<file path="config.mk">
export PLATFORM = sky130hd
export DESIGN_NAME = ltc_line_timer
export DESIGN_NICKNAME = d
export VERILOG_FILES = /design/src/hw/ltc_pkg.sv /design/src/hw/ltc_line_if.sv /design/src/hw/ltc_line_timer.sv /design/src/hw/ltc_line_engine.sv
export VERILOG_INCLUDE_DIRS = /design/src /design/src/hw
export SDC_FILE = /design/constraint.sdc
export NUM_CORES = 1
export LEC_CHECK = 0
export BUFFER_PORTS_ARGS = -buffer_cell sky130_fd_sc_hd__buf_2
export CAP_MARGIN = 0
export CORE_ASPECT_RATIO = 1.5
export CORE_UTILIZATION = 30
export DETAILED_ROUTE_END_ITERATION = 10
export PLACE_DENSITY_LB_ADDON = 0.08
export SETUP_SLACK_MARGIN = 0.2
export SYNTH_ARGS = -nofsm -noshare
export SYNTH_HDL_FRONTEND = slang
export SYNTH_SLANG_ARGS = --single-unit
</file>
<file path="constraint.sdc">
create_clock -name clk_i -period 7.4 [get_ports clk_i]
set_input_delay 0.37 -clock clk_i [delete_from_list [all_inputs] [get_ports clk_i]]
set_output_delay 0.37 -clock clk_i [all_outputs]
set_load 0.03 [all_outputs]
</file>
<file path="src/hw/ltc_defines.svh">
// Purpose: named offsets, fields, reset values and times of the line timer
// Assumes: 32-bit classic wishbone, 200 MHz core clock
// Notes: included by the package and by every design file
`ifndef LTC_DEFINES_SVH
`define LTC_DEFINES_SVH

// register byte offsets
`define LTC_ADR_W 8
`define LTC_OFS_CTRL 8'h00
`define LTC_OFS_EXPOSURE 8'h04
`define LTC_OFS_PERIOD 8'h08
`define LTC_OFS_STATUS 8'h0c

// control fields
`define LTC_CTRL_TRIG_EN 0
`define LTC_CTRL_MODE_LO 1
`define LTC_CTRL_MODE_HI 2
`define LTC_CTRL_QUAL_LO 3
`define LTC_CTRL_QUAL_HI 4
`define LTC_CTRL_EVT 5
`define LTC_CTRL_SRC 6
`define LTC_CTRL_W 7

// status fields
`define LTC_STAT_INIT 0
`define LTC_STAT_EXP 1
`define LTC_STAT_CUT 2
`define LTC_STAT_CNT_LO 16
`define LTC_STAT_CNT_HI 31
`define LTC_LCNT_W 16

// counter width for line period and exposure, in clock cycles
`define LTC_CNT_W 24

// reset values
`define LTC_RST_CTRL 7'h22
`define LTC_RST_EXPOSURE 24'h000100
`define LTC_RST_PERIOD 24'h0003e8

// times, as printed in their own units, and the clock rate
`define LTC_CLK_MHZ 200
`define LTC_INIT_TIME_US 1000
`define LTC_BLINK_TIME_MS 250
`define LTC_INIT_CYCLES (`LTC_INIT_TIME_US * `LTC_CLK_MHZ)
`define LTC_BLINK_CYCLES (`LTC_BLINK_TIME_MS * 1000 * `LTC_CLK_MHZ)
`define LTC_TMR_W 32

`endif

</file>
<file path="src/hw/ltc_pkg.sv">
// Purpose: types and shared arithmetic of the line timer
// Assumes: defines header is on the include path
// Notes: mode encodings follow enum order
`include "ltc_defines.svh"

package ltc_pkg;

    // exposure control select: off, timed, pulse width
    typedef enum logic [1:0] {
        LTC_EXP_OFF,
        LTC_EXP_TIMED,
        LTC_EXP_WIDTH,
        LTC_EXP_RSVD
    } ltc_exp_mode_t;

    // trigger qualifier
    typedef enum logic [1:0] {
        LTC_QUAL_RISE,
        LTC_QUAL_FALL,
        LTC_QUAL_HIGH,
        LTC_QUAL_LOW
    } ltc_qual_t;

    // power-up sequencing
    typedef enum logic {
        LTC_ST_INIT,
        LTC_ST_RUN
    } ltc_state_t;

    typedef logic [`LTC_CNT_W-1:0] ltc_cnt_t;

    // true in the last cycle of a span of lim cycles; zero acts as one
    function automatic logic ltc_last(input ltc_cnt_t cnt, input ltc_cnt_t lim);
        ltc_last = (lim == '0) || (cnt >= lim - 1'b1);
    endfunction : ltc_last

endpackage : ltc_pkg

</file>
<file path="src/hw/ltc_line_if.sv">
// Purpose: carrier between register side and line engine
// Assumes: one clock domain
// Notes: ctrl drives settings and trigger, engine answers
`timescale 1ns/10ps
`include "ltc_defines.svh"

interface ltc_line_if;
    import ltc_pkg::*;
    logic run;
    logic trig_mode;
    ltc_exp_mode_t exp_mode;
    ltc_cnt_t exposure;
    ltc_cnt_t period;
    logic trig_edge;
    logic trig_active;
    logic line_start;
    logic exposing;
    logic cut;

    modport ctrl (
        output run, trig_mode, exp_mode, exposure, period,
        output trig_edge, trig_active,
        input line_start, exposing, cut
    );
    modport engine (
        input run, trig_mode, exp_mode, exposure, period,
        input trig_edge, trig_active,
        output line_start, exposing, cut
    );
endinterface : ltc_line_if

</file>
<file path="src/hw/ltc_line_timer.sv">
// Purpose: line trigger and exposure control with wishbone registers
// Assumes: trigger inputs synchronous to clk_i, classic wishbone master
// Notes: lamp is amber during initialization, green after
//
// Decided for this implementation: the Wishbone register port and the register offsets.
`timescale 1ns/10ps
`include "ltc_defines.svh"

// What this block does
// - amber lamp and initialization at power-up
// - green lamp once initialization is done
// - five trigger and exposure combinations supported
// - each qualified line trigger starts one line
// - timed triggers qualify on rise or fall
// - timed exposure never runs past next trigger
// - width mode exposes while trigger level active
// - exposure off exposes the full line
// - free run makes lines at programmed rate
// - free-run exposure never exceeds line period
// - blink green lamp while triggers arrive
module ltc_line_timer #(
    parameter int unsigned INIT_CYCLES = `LTC_INIT_CYCLES,
    parameter int unsigned BLINK_CYCLES = `LTC_BLINK_CYCLES
) (
    input wire logic clk_i,
    input wire logic rst_i,
    input wire logic [`LTC_ADR_W-1:0] adr_i,
    input wire logic [31:0] dat_i,
    output logic [31:0] dat_o,
    input wire logic [3:0] sel_i,
    input wire logic we_i,
    input wire logic cyc_i,
    input wire logic stb_i,
    output logic ack_o,
    input wire logic [1:0] trig_i,
    output logic line_start_o,
    output logic exposure_o,
    output logic lamp_amber_o,
    output logic lamp_green_o,
    output logic init_done_o
);
    import ltc_pkg::*;

    ltc_line_if lnk ();

    // software settings
    logic [`LTC_CTRL_W-1:0] ctrl;
    ltc_cnt_t exposure;
    ltc_cnt_t period;
    logic cut_flag;
    logic [`LTC_LCNT_W-1:0] line_count;

    // sequencing and lamp state
    ltc_state_t state;
    ltc_state_t next_state;
    logic [`LTC_TMR_W-1:0] init_cnt;
    logic [`LTC_TMR_W-1:0] blink_cnt;
    logic [`LTC_TMR_W-1:0] activity_cnt;
    logic blink_phase;
    logic trig_prev;
    logic ack;
    logic [31:0] rdata;

    // named views of the control fields
    wire line_trigger_enable = ctrl[`LTC_CTRL_TRIG_EN];
    wire [1:0] mode_bits = ctrl[`LTC_CTRL_MODE_HI:`LTC_CTRL_MODE_LO];
    wire [1:0] qual_bits = ctrl[`LTC_CTRL_QUAL_HI:`LTC_CTRL_QUAL_LO];
    wire trigger_event_select = ctrl[`LTC_CTRL_EVT];
    wire trigger_input_select = ctrl[`LTC_CTRL_SRC];
    wire ltc_exp_mode_t exposure_control_select = ltc_exp_mode_t'(mode_bits);
    wire ltc_qual_t trigger_qualifier = ltc_qual_t'(qual_bits);
    wire running = (state == LTC_ST_RUN);

    // bus decode
    wire req = cyc_i & stb_i;
    wire wr_take = req & we_i & ack;
    wire hit_ctrl = (adr_i == `LTC_OFS_CTRL);
    wire hit_exposure = (adr_i == `LTC_OFS_EXPOSURE);
    wire hit_period = (adr_i == `LTC_OFS_PERIOD);
    wire hit_status = (adr_i == `LTC_OFS_STATUS);

    // byte-lane merge for the wide registers
    wire [31:0] exp_old = {{(32 - `LTC_CNT_W){1'b0}}, exposure};
    wire [31:0] per_old = {{(32 - `LTC_CNT_W){1'b0}}, period};
    wire [31:0] lane_mask = {{8{sel_i[3]}}, {8{sel_i[2]}},
                             {8{sel_i[1]}}, {8{sel_i[0]}}};
    wire [31:0] exp_new = (exp_old & ~lane_mask) | (dat_i & lane_mask);
    wire [31:0] per_new = (per_old & ~lane_mask) | (dat_i & lane_mask);

    // trigger selection and qualification
    wire trig_level = trigger_input_select ? trig_i[1] : trig_i[0];
    wire trig_rise = trig_level & ~trig_prev;
    wire trig_fall = ~trig_level & trig_prev;
    wire level_low = (trigger_qualifier == LTC_QUAL_LOW);
    wire fall_qual = (trigger_qualifier == LTC_QUAL_FALL) | level_low;
    wire qual_edge = fall_qual ? trig_fall : trig_rise;
    // level qualifiers mark a line at the start of the active level
    wire trig_active = level_low ? ~trig_level : trig_level;
    // triggers before the end of initialization are dropped
    wire trig_ok = running & line_trigger_enable & trigger_event_select;
    wire trig_evt = qual_edge & trig_ok;

    // read data selection
    wire [31:0] stat_word = {line_count,
                             {(`LTC_STAT_CNT_LO - `LTC_STAT_CUT - 1){1'b0}},
                             cut_flag, lnk.exposing, running};
    wire [31:0] ctrl_word = {{(32 - `LTC_CTRL_W){1'b0}}, ctrl};
    wire [31:0] next_rdata = hit_ctrl ? ctrl_word :
                             hit_exposure ? exp_old :
                             hit_period ? per_old :
                             hit_status ? stat_word : 32'h0000_0000;

    // blink lamp only while triggers keep coming
    wire trig_seen = (activity_cnt != '0);
    wire blink_wrap = (blink_cnt >= BLINK_CYCLES - 1);

    // hand settings to the engine
    assign lnk.run = running;
    assign lnk.trig_mode = line_trigger_enable;
    assign lnk.exp_mode = exposure_control_select;
    assign lnk.exposure = exposure;
    assign lnk.period = period;
    assign lnk.trig_edge = trig_evt;
    assign lnk.trig_active = trig_active;

    ltc_line_engine u_engine (
        .clk_i(clk_i),
        .rst_i(rst_i),
        .lnk(lnk)
    );

    // power-up sequencing
    always_comb
    begin
        case (state)
            LTC_ST_INIT:
                if (init_cnt >= INIT_CYCLES - 1)
                    next_state = LTC_ST_RUN;
                else
                    next_state = LTC_ST_INIT;
            LTC_ST_RUN: next_state = LTC_ST_RUN;
            default: next_state = LTC_ST_INIT;
        endcase
    end

    // init timer; reset is the power-up event
    always_ff @(posedge clk_i)
    begin
        if (rst_i)
        begin
            state <= LTC_ST_INIT;
            init_cnt <= '0;
        end
        else
        begin
            state <= next_state;
            if (state == LTC_ST_INIT)
                init_cnt <= init_cnt + 1'b1;
        end
    end

    // bus answer: one wait cycle, ack drops after one cycle
    always_ff @(posedge clk_i)
    begin
        if (rst_i)
        begin
            ack <= 1'b0;
            rdata <= 32'h0000_0000;
        end
        else
        begin
            ack <= req & ~ack;
            if (req & ~ack)
                rdata <= next_rdata;
        end
    end

    // setting registers, written at the edge that sees ack
    always_ff @(posedge clk_i)
    begin
        if (rst_i)
        begin
            ctrl <= `LTC_RST_CTRL;
            exposure <= `LTC_RST_EXPOSURE;
            period <= `LTC_RST_PERIOD;
        end
        else if (wr_take)
        begin
            if (hit_ctrl & sel_i[0])
                ctrl <= dat_i[`LTC_CTRL_W-1:0];
            if (hit_exposure)
                exposure <= exp_new[`LTC_CNT_W-1:0];
            if (hit_period)
                period <= per_new[`LTC_CNT_W-1:0];
        end
    end

    // sticky cut flag: write one to clear, a new cut wins
    always_ff @(posedge clk_i)
    begin
        if (rst_i)
            cut_flag <= 1'b0;
        else if (lnk.cut)
            cut_flag <= 1'b1;
        else if (wr_take & hit_status & sel_i[0] & dat_i[`LTC_STAT_CUT])
            cut_flag <= 1'b0;
    end

    // line counter wraps; software reads it for progress only
    always_ff @(posedge clk_i)
    begin
        if (rst_i)
            line_count <= '0;
        else if (lnk.line_start)
            line_count <= line_count + 1'b1;
    end

    // trigger history; tracked through init so a stale level gives no edge
    always_ff @(posedge clk_i)
    begin
        if (rst_i)
            trig_prev <= 1'b0;
        else
            trig_prev <= trig_level;
    end

    // activity window and blink phase, unrelated to trigger spacing
    always_ff @(posedge clk_i)
    begin
        if (rst_i)
        begin
            activity_cnt <= '0;
            blink_cnt <= '0;
            blink_phase <= 1'b0;
        end
        else
        begin
            if (trig_evt)
                activity_cnt <= BLINK_CYCLES;
            else if (trig_seen)
                activity_cnt <= activity_cnt - 1'b1;
            if (blink_wrap)
                blink_cnt <= '0;
            else
                blink_cnt <= blink_cnt + 1'b1;
            if (blink_wrap)
                blink_phase <= ~blink_phase;
        end
    end

    // lamp and pin outputs, all from flip-flops
    always_ff @(posedge clk_i)
    begin
        if (rst_i)
        begin
            lamp_amber_o <= 1'b1;
            lamp_green_o <= 1'b0;
            init_done_o <= 1'b0;
        end
        else
        begin
            lamp_amber_o <= ~running;
            lamp_green_o <= running
                & ~(line_trigger_enable & trig_seen & blink_phase);
            init_done_o <= running;
        end
    end

    assign line_start_o = lnk.line_start;
    assign exposure_o = lnk.exposing;
    assign ack_o = ack;
    assign dat_o = rdata;

endmodule : ltc_line_timer

</file>
<file path="src/hw/ltc_line_engine.sv">
// Purpose: line start and exposure generation
// Assumes: trigger edge already qualified by the register side
// Notes: all outputs registered
`timescale 1ns/10ps
`include "ltc_defines.svh"

module ltc_line_engine (
    input wire logic clk_i,
    input wire logic rst_i,
    ltc_line_if.engine lnk
);
    import ltc_pkg::*;

    ltc_cnt_t line_cnt;
    ltc_cnt_t exp_cnt;
    logic started;
    logic exposing;
    logic next_exposing;
    wire free_start = lnk.run & ~lnk.trig_mode & ltc_last(line_cnt, lnk.period);
    wire trig_start = lnk.run & lnk.trig_mode & lnk.trig_edge;
    wire line_start_w = free_start | trig_start;
    wire exp_done = ltc_last(exp_cnt, lnk.exposure);

    // exposure level per mode
    always_comb
    begin
        case (lnk.exp_mode)
            LTC_EXP_OFF: next_exposing = lnk.run & (started | line_start_w);
            LTC_EXP_TIMED:
                if (line_start_w)
                    next_exposing = 1'b1;
                else
                    next_exposing = exposing & ~exp_done;
            LTC_EXP_WIDTH: next_exposing = lnk.run & lnk.trig_mode
                & lnk.trig_active & (started | line_start_w);
            default: next_exposing = 1'b0;
        endcase
    end

    // counters restart at every line start, so timed exposure never spans two lines
    always_ff @(posedge clk_i)
    begin
        if (rst_i || !lnk.run)
        begin
            line_cnt <= '0;
            exp_cnt <= '0;
            started <= 1'b0;
            exposing <= 1'b0;
            lnk.line_start <= 1'b0;
            lnk.cut <= 1'b0;
        end
        else
        begin
            line_cnt <= line_start_w ? '0 : line_cnt + 1'b1;
            exp_cnt <= line_start_w ? '0 : exp_cnt + 1'b1;
            started <= started | line_start_w;
            exposing <= next_exposing;
            lnk.line_start <= line_start_w;
            // a trigger cutting a running timed exposure is reported
            lnk.cut <= trig_start & exposing & ~exp_done
                & (lnk.exp_mode == LTC_EXP_TIMED);
        end
    end

    assign lnk.exposing = exposing;

endmodule : ltc_line_engine

</file>
==> results of run 1 <==
-- logic make-up (layout without fill, tap and decap cells) --
logic type | after synthesis | after routing | synth area share (%)
and+or+nand+nor | 638 | 638 | 25.3
buffers and inverters | 71 | 159 | 2.37
adders and majority gates | 58 | 58 | 5.75
AOI/OAI and AO/OA | 154 | 154 | 7.84
other | 1 | 7 | 0.0297
DFF | 259 | 259 | 41.1
xor gates and xnor gates | 173 | 173 | 12.0
muxes | 66 | 66 | 5.63
-- area by class of cell --
class / instances / area (um^2) / share of cell area, %
sequential: 259 / 5180 / 35.7
timing repair buffer: 88 / 465 / 3.20
clock buffer: 44 / 852 / 5.86
antenna: 1 / 2.50 / 0.0172
clock inverter: 9 / 105 / 0.723
tap: 558 / 698 / 4.80
inverter: 18 / 67.6 / 0.465
multi-input combinational: 1095 / 7160 / 49.3
-- critical path: stages (launching register included) --
cell,delay (ns)
dfxtp_1,0.39
nor4_1,0.65
and3_1,0.34
nor2b_1,0.48
nand2_1,0.13
xor2_1,0.17
ha_1,0.30
nand2_1,0.06
or4b_2,0.65
a2111o_1,0.47
nand3_2,0.08
buf_4,0.46
nor2_1,0.12
-- through the flow --
stage               worst slack [ns]  hold WS, ns  cells
floorplan                       3.71        0.413   1425
global placement                2.96        0.442   2018
detailed placement              2.92        0.443   2018
CTS                             2.90       0.0349   2071
global route                    2.53       0.0512   2071
finish                          2.93       0.0614   2072
-- report_power, final --
| part | total, uW | switching (uW) | internal [uW] | leakage [uW] |
|---|---|---|---|---|
| clock network | 1470 | 605 | 861 | 0.000470 |
| registers | 1550 | 77.9 | 1480 | 0.00209 |
| logic | 653 | 368 | 285 | 0.00275 |
| total | 3670 | 1050 | 2620 | 0.00531 |
-- metal layers --
layer  up-vias  share of wire (%)  track usage (%)
li1       5097                  -                -
met2       145                 52             31.3
met4         2                3.5             6.64
met3        58                4.5             2.97
met5         -              0.037                0
met1      4695                 40             18.7
-- cells in the mapped netlist (3+ instances only) --
cell type	count
a21oi_1	54
o21ai_0	28
inv_1	18
nor4_2	8
xor2_1	104
or4_4	3
mux4_2	3
xnor2_1	69
a211oi_1	7
nor3_1	38
and4_1	14
dfxtp_1	259
nand3b_1	10
nand2b_1	7
nor4_1	20
nand4_1	31
or4_1	6
and3b_1	3
buf_2	8
a22o_1	8
a31oi_1	5
ha_1	58
a221oi_1	9
mux2_2	10
o2111ai_1	3
clkbuf_1	39
nor2b_1	20
nor3b_1	5
a211o_1	10
nand2_1	101
mux2i_1	53
or3_1	13
a22oi_1	15
nand4b_1	3
nor2_1	253
and2_1	8
nand3_1	60
and3_1	23
-- worst max-delay path by stage --
stage                            end  slack (ns)  depth (start not counted)
2_1_floorplan   u_engine.exp_cnt[10]        3.71                         14
3_3_place_gp     u_engine.exp_cnt[3]        2.96                         13
3_5_place_dp     u_engine.exp_cnt[2]        2.92                         12
4_1_cts          u_engine.exp_cnt[2]        2.90                         12
5_1_grt        u_engine.line_cnt[10]        2.53                         12
6_report       u_engine.line_cnt[10]        2.93                         12
==> key figures, run 1 <==
Setup path
  • R2R Setup Slk: 2.93 ns
  • WS Path Type: register to register
  • Worst endpoint required time: 7.82 ns
  • Reg2Reg Depth: 12
  • Critical Path Source Type: register
  • CP arrival: 4.89 ns
  • Critical Path Sink Type: register
  • RR Endpoint: u_engine.line_cnt[10]
  • CP Max Fanout: 48

Detailed routing
  • DR vias: 9997
  • Routed vias/inst: 4.82
  • Routed Antenna Nets: 0
  • Wire per inst: 17.1 um
  • DRT iter0 DRCs: 342
  • Drt first pass iters: 4
  • Post-Route WL: 35400 um
  • Detailed-route DRC error count: 0

Synth
  • Seq/Total Area, Yosys: 41.1%
  • Synth top area share: 41.1%
  • Ys async rst share: 0%
  • Top FF cell, synth: dfxtp_1
  • Synthesized cell area: 12600 um^2
  • Netlist cell types: 63
  • Largest area contributor in the netlist: dfxtp_1
  • Cells after synthesis: 1420
  • Mapped Avg Cell Area: 8.89 um^2
  • Yosys synthesis warning count: 0
  • Flops & latches, synth: 259
  • EDFF count, synth: 0
  • Top post-synthesis cells by area: dfxtp_1 41%, nor2_1 7.5%, xor2_1 7.2%, ha_1 5.7%, xnor2_1 4.8%

Power
  • Pwr Total: 3670 uW
  • Power per standard cell area: 253 nW/um^2
  • Max VDD drop: 0.166 mV
  • Leak: 0.00531 uW

Finish
  • Share of layout cells above drive strength 1: 11.0%
  • Commonest non-fill, non-tap cell in the layout: dfxtp_1
  • Most frequent cells in the layout: 259 x dfxtp_1, 253 x nor2_1, 104 x xor2_1, 101 x nand2_1, 78 x buf_2
  • Fill count: 4330
  • Area delta synth->final: 15.2%
  • Post-Route Utilization: 35.2%
  • Net total in the final layout: 1600
  • Post-route design area: 14500 um^2

Floorplanning
  • Die area: 42900 um^2
  • FP Rows: 91
  • I/O Pins: 89
  • Starting Density: 30.5%
  • Core area: 41300 um^2
  • DIE WIDTH: 169 um
  • Die Y: 253 um

Clock tree
  • Clk_lat worst skew: 0.56 ns
  • Worst-path clk slew: 0.06 ns
  • Setup Fix Bufs, Post-CTS: 0
  • Hold_buf cts: 0
  • Maximum clock path buffer count: 3
  • H-tree Lvls: 1
  • Post-CTS sizing: 0
  • Clk sinks: 259
  • CTS Buf Count: 29
  • CTS tree: yes
  • Root Buffer: clkbuf_16

Global route
  • Total Routing Usage GR: 16.8%
  • Largest net degree at the start of global routing: 93
  • Initial antenna violation count: 1
  • First-pass GRT wire length: 56200 um
  • Vias in the first global route: 10100
  • Total gr overflow: 0

Placement
  • Post-DP HPWL: 26400 um
  • Area after DPL: 13600 um^2
  • PortBufs: 79
  • Routability congestion estimate: 0.786

STA
  • Rel. slew slack: 21.6%
  • Setup TNS: 0 ns
  • Final setup violation count: 0
  • Max Slew Vio Count: 0
  • Max Fclk: 224 MHz
  • Tmin final: 4.47 ns
  • Tcrit/Tclk final: 60.4%
  • Least-Margin Pin Slew: 1.17 ns
  • Unrepaired setup endpoints after global routing: no
  • Final hold vios: 0
  • Setup Skew: 0.0192 ns

Status
  • Outcome: completed

Hold path
  • Hold Crit Start: dat_i[9]
  • Min-Delay Path Class: primary input to register
  • WHS Path Cells: 2

Job
  • Max_cap viols: 0
Note: power is estimated with default switching activity, not from simulation.
==> run 2: changes to the inputs <==
==> constraint.sdc (replaced) <==
create_clock -name clk_i -period 4.4 [get_ports clk_i]
set_input_delay 0.22 -clock clk_i [delete_from_list [all_inputs] [get_ports clk_i]]
set_output_delay 0.22 -clock clk_i [all_outputs]
set_load 0.03 [all_outputs]
==> key figures, run 2 (synthesis gave the netlist of run 1 again) <==
Setup path
  • CP Max Fanout: 48
  • Reg2Reg Depth: 15
  • CP max stage cell: or4b_2
  • RR Endpoint: u_engine.exp_cnt[9]
  • WS Path Type: register to register
  • CP arrival: 4.44 ns
  • Cell family with most CP delay: simple AND/OR/NAND/NOR gates
  • Critical Path Sink Type: register
  • Worst endpoint required time: 4.84 ns
  • R2R Setup Slk: 0.40 ns
  • Critical Path Source Type: register
  • CP cell instances: nor4_1 -> buf_4 -> nor2b_1 -> and3_1 -> nor2b_1 -> buf_4 -> nand2_1 -> xor2_1 -> ha_1 -> nand2_1 -> or4b_2 -> a2111o_1 -> nand3_2 -> buf_12 -> nor2_1
  • Max stage delay on crit path: 0.66 ns
  • Buf/Inv on CP: 3

Floorplanning
  • I/O Pins: 89
  • FP Rows: 91
  • Die Y: 253 um
  • Starting Density: 30.5%
  • DIE WIDTH: 169 um
  • Die area: 42900 um^2
  • Core area: 41300 um^2

Detailed routing
  • Post-Route WL: 36100 um
  • Wire per inst: 17.1 um
  • DRT iter0 DRCs: 429
  • Detailed-route DRC error count: 0
  • Drt first pass iters: 4
  • Routed vias/inst: 4.76
  • DR vias: 10000
  • Routed Antenna Nets: 0

Status
  • Outcome: completed

Global route
  • Vias in the first global route: 10100
  • First-pass GRT wire length: 57300 um
  • Total gr overflow: 0
  • Total Routing Usage GR: 17.2%
  • Initial antenna violation count: 1
  • Largest net degree at the start of global routing: 70

STA
  • Least-Margin Pin Slew: 1.16 ns
  • Setup TNS: 0 ns
  • Final hold vios: 0
  • Tcrit/Tclk final: 91.0%
  • Final setup violation count: 0
  • Unrepaired setup endpoints after global routing: no
  • Setup Skew: 0.0111 ns
  • Max Slew Vio Count: 0
  • Rel. slew slack: 22.0%
  • Max Fclk: 250 MHz
  • Tmin final: 4.00 ns

Finish
  • Share of layout cells above drive strength 1: 11.6%
  • Commonest non-fill, non-tap cell in the layout: dfxtp_1
  • Most frequent cells in the layout: 259 x dfxtp_1, 253 x nor2_1, 104 x xor2_1, 101 x nand2_1, 78 x buf_2
  • Final non-filler cell total: 2107
  • Net total in the final layout: 1635
  • Area delta synth->final: 18.7%

Clock tree
  • Worst-path clk slew: 0.06 ns
  • CTS Buf Count: 29
  • Root Buffer: clkbuf_16
  • CTS tree: yes
  • Clk_lat worst skew: 0.55 ns
  • Clk sinks: 259
  • H-tree Lvls: 1
  • Maximum clock path buffer count: 3

Placement
  • PortBufs: 79
  • Post-DP HPWL: 26900 um
  • Routability congestion estimate: 0.795
  • Placed cells: 2029

Job
  • Max_cap viols: 0

Hold path
  • WHS Path Cells: 4
  • Hold Crit Endpoint: cut_flag
  • Hold Crit Start: sel_i[0]
  • Min-Delay Path Class: primary input to register

Power
  • Leak: 0.00552 uW
  • Power per standard cell area: 428 nW/um^2
  • Max VDD drop: 0.323 mV
[run 2: changes by cell type in the layout (fill, tap and decap cells not counted), sizes merged]
cell,before,now
clkbuf,44,41
buf,88,99
bufinv,2,6
dlygate4sd3,0,24
clkinv,5,4
[run 2: where the power goes]
group | internal (uW) | switching (uW) | total, uW
Clock | 1660 | 1020 | 2680
Sequential | 2480 | 130 | 2610
Combinational | 494 | 617 | 1110
Total | 4640 | 1770 | 6410
[run 2: metal layers]
| layer | share of wire (%) | vias up | wire, um | GRT usage [%] |
|---|---|---|---|---|
| met5 | 0.022 | - | 8 | 0 |
| met4 | 2.4 | 2 | 857 | 5.07 |
| met3 | 3.9 | 44 | 1410 | 2.75 |
| met2 | 52 | 126 | 18900 | 32.5 |
| met1 | 41 | 4681 | 15000 | 19.5 |
| li1 | - | 5182 | - | - |
[run 2: how the worst max path moves through the flow]
stage	startpoint	end	slack (ns)	cells after the start
after global placement	register	u_engine.lnk.cut	0.45	13
after detailed placement	register	u_engine.lnk.cut	0.38	13
after global routing	register	u_engine.exp_cnt[4]	0.22	15
after floorplan	register	u_engine.exp_cnt[10]	0.71	14
final	register	u_engine.exp_cnt[9]	0.40	15
after CTS	register	u_engine.lnk.cut	0.35	13
[run 2: cell type report]
type                       count  area, um^2
fill                        4317       26400
multi-input combinational   1095        7180
sequential                   259        5180
clock buffer                  41         831
timing repair buffer         123         801
tap                          558         698
clock inverter                12         216
inverter                      18        67.6
antenna                        1        2.50
[run 2: worst register-to-register path, cell delays in order, from the launching register on]
cell and delay, ns:
dfxtp_1 0.37, nor4_1 0.42, buf_4 0.19, nor2b_1 0.20, and3_1 0.26, nor2b_1 0.15
buf_4 0.15, nand2_1 0.06, xor2_1 0.14, ha_1 0.29, nand2_1 0.06, or4b_2 0.66
a2111o_1 0.46, nand3_2 0.10, buf_12 0.25, nor2_1 0.11
[run 2: timing repair]
item	in CTS	in global routing
buffers inserted	0	0
resized for setup	0	2
endpoints found under the setup margin	0	2
hold buffers	24	0
endpoints found under the hold margin	53	0
[run 2: through the flow]
stage          total power [uW]  hold slack [ns]  utilization, %  setup WS (ns)  instance area [um^2]
2_1_floorplan              3530            0.326               -          0.713                 12600
3_3_place_gp               3770            0.417            33.1          0.446                 13700
3_5_place_dp               3770            0.432            33.1          0.377                 13700
4_1_cts                    6530           0.0204            36.2          0.355                 15000
5_1_grt                    6770           0.0651            36.2          0.217                 15000
6_report                   6410           0.0489            36.2          0.395                 15000
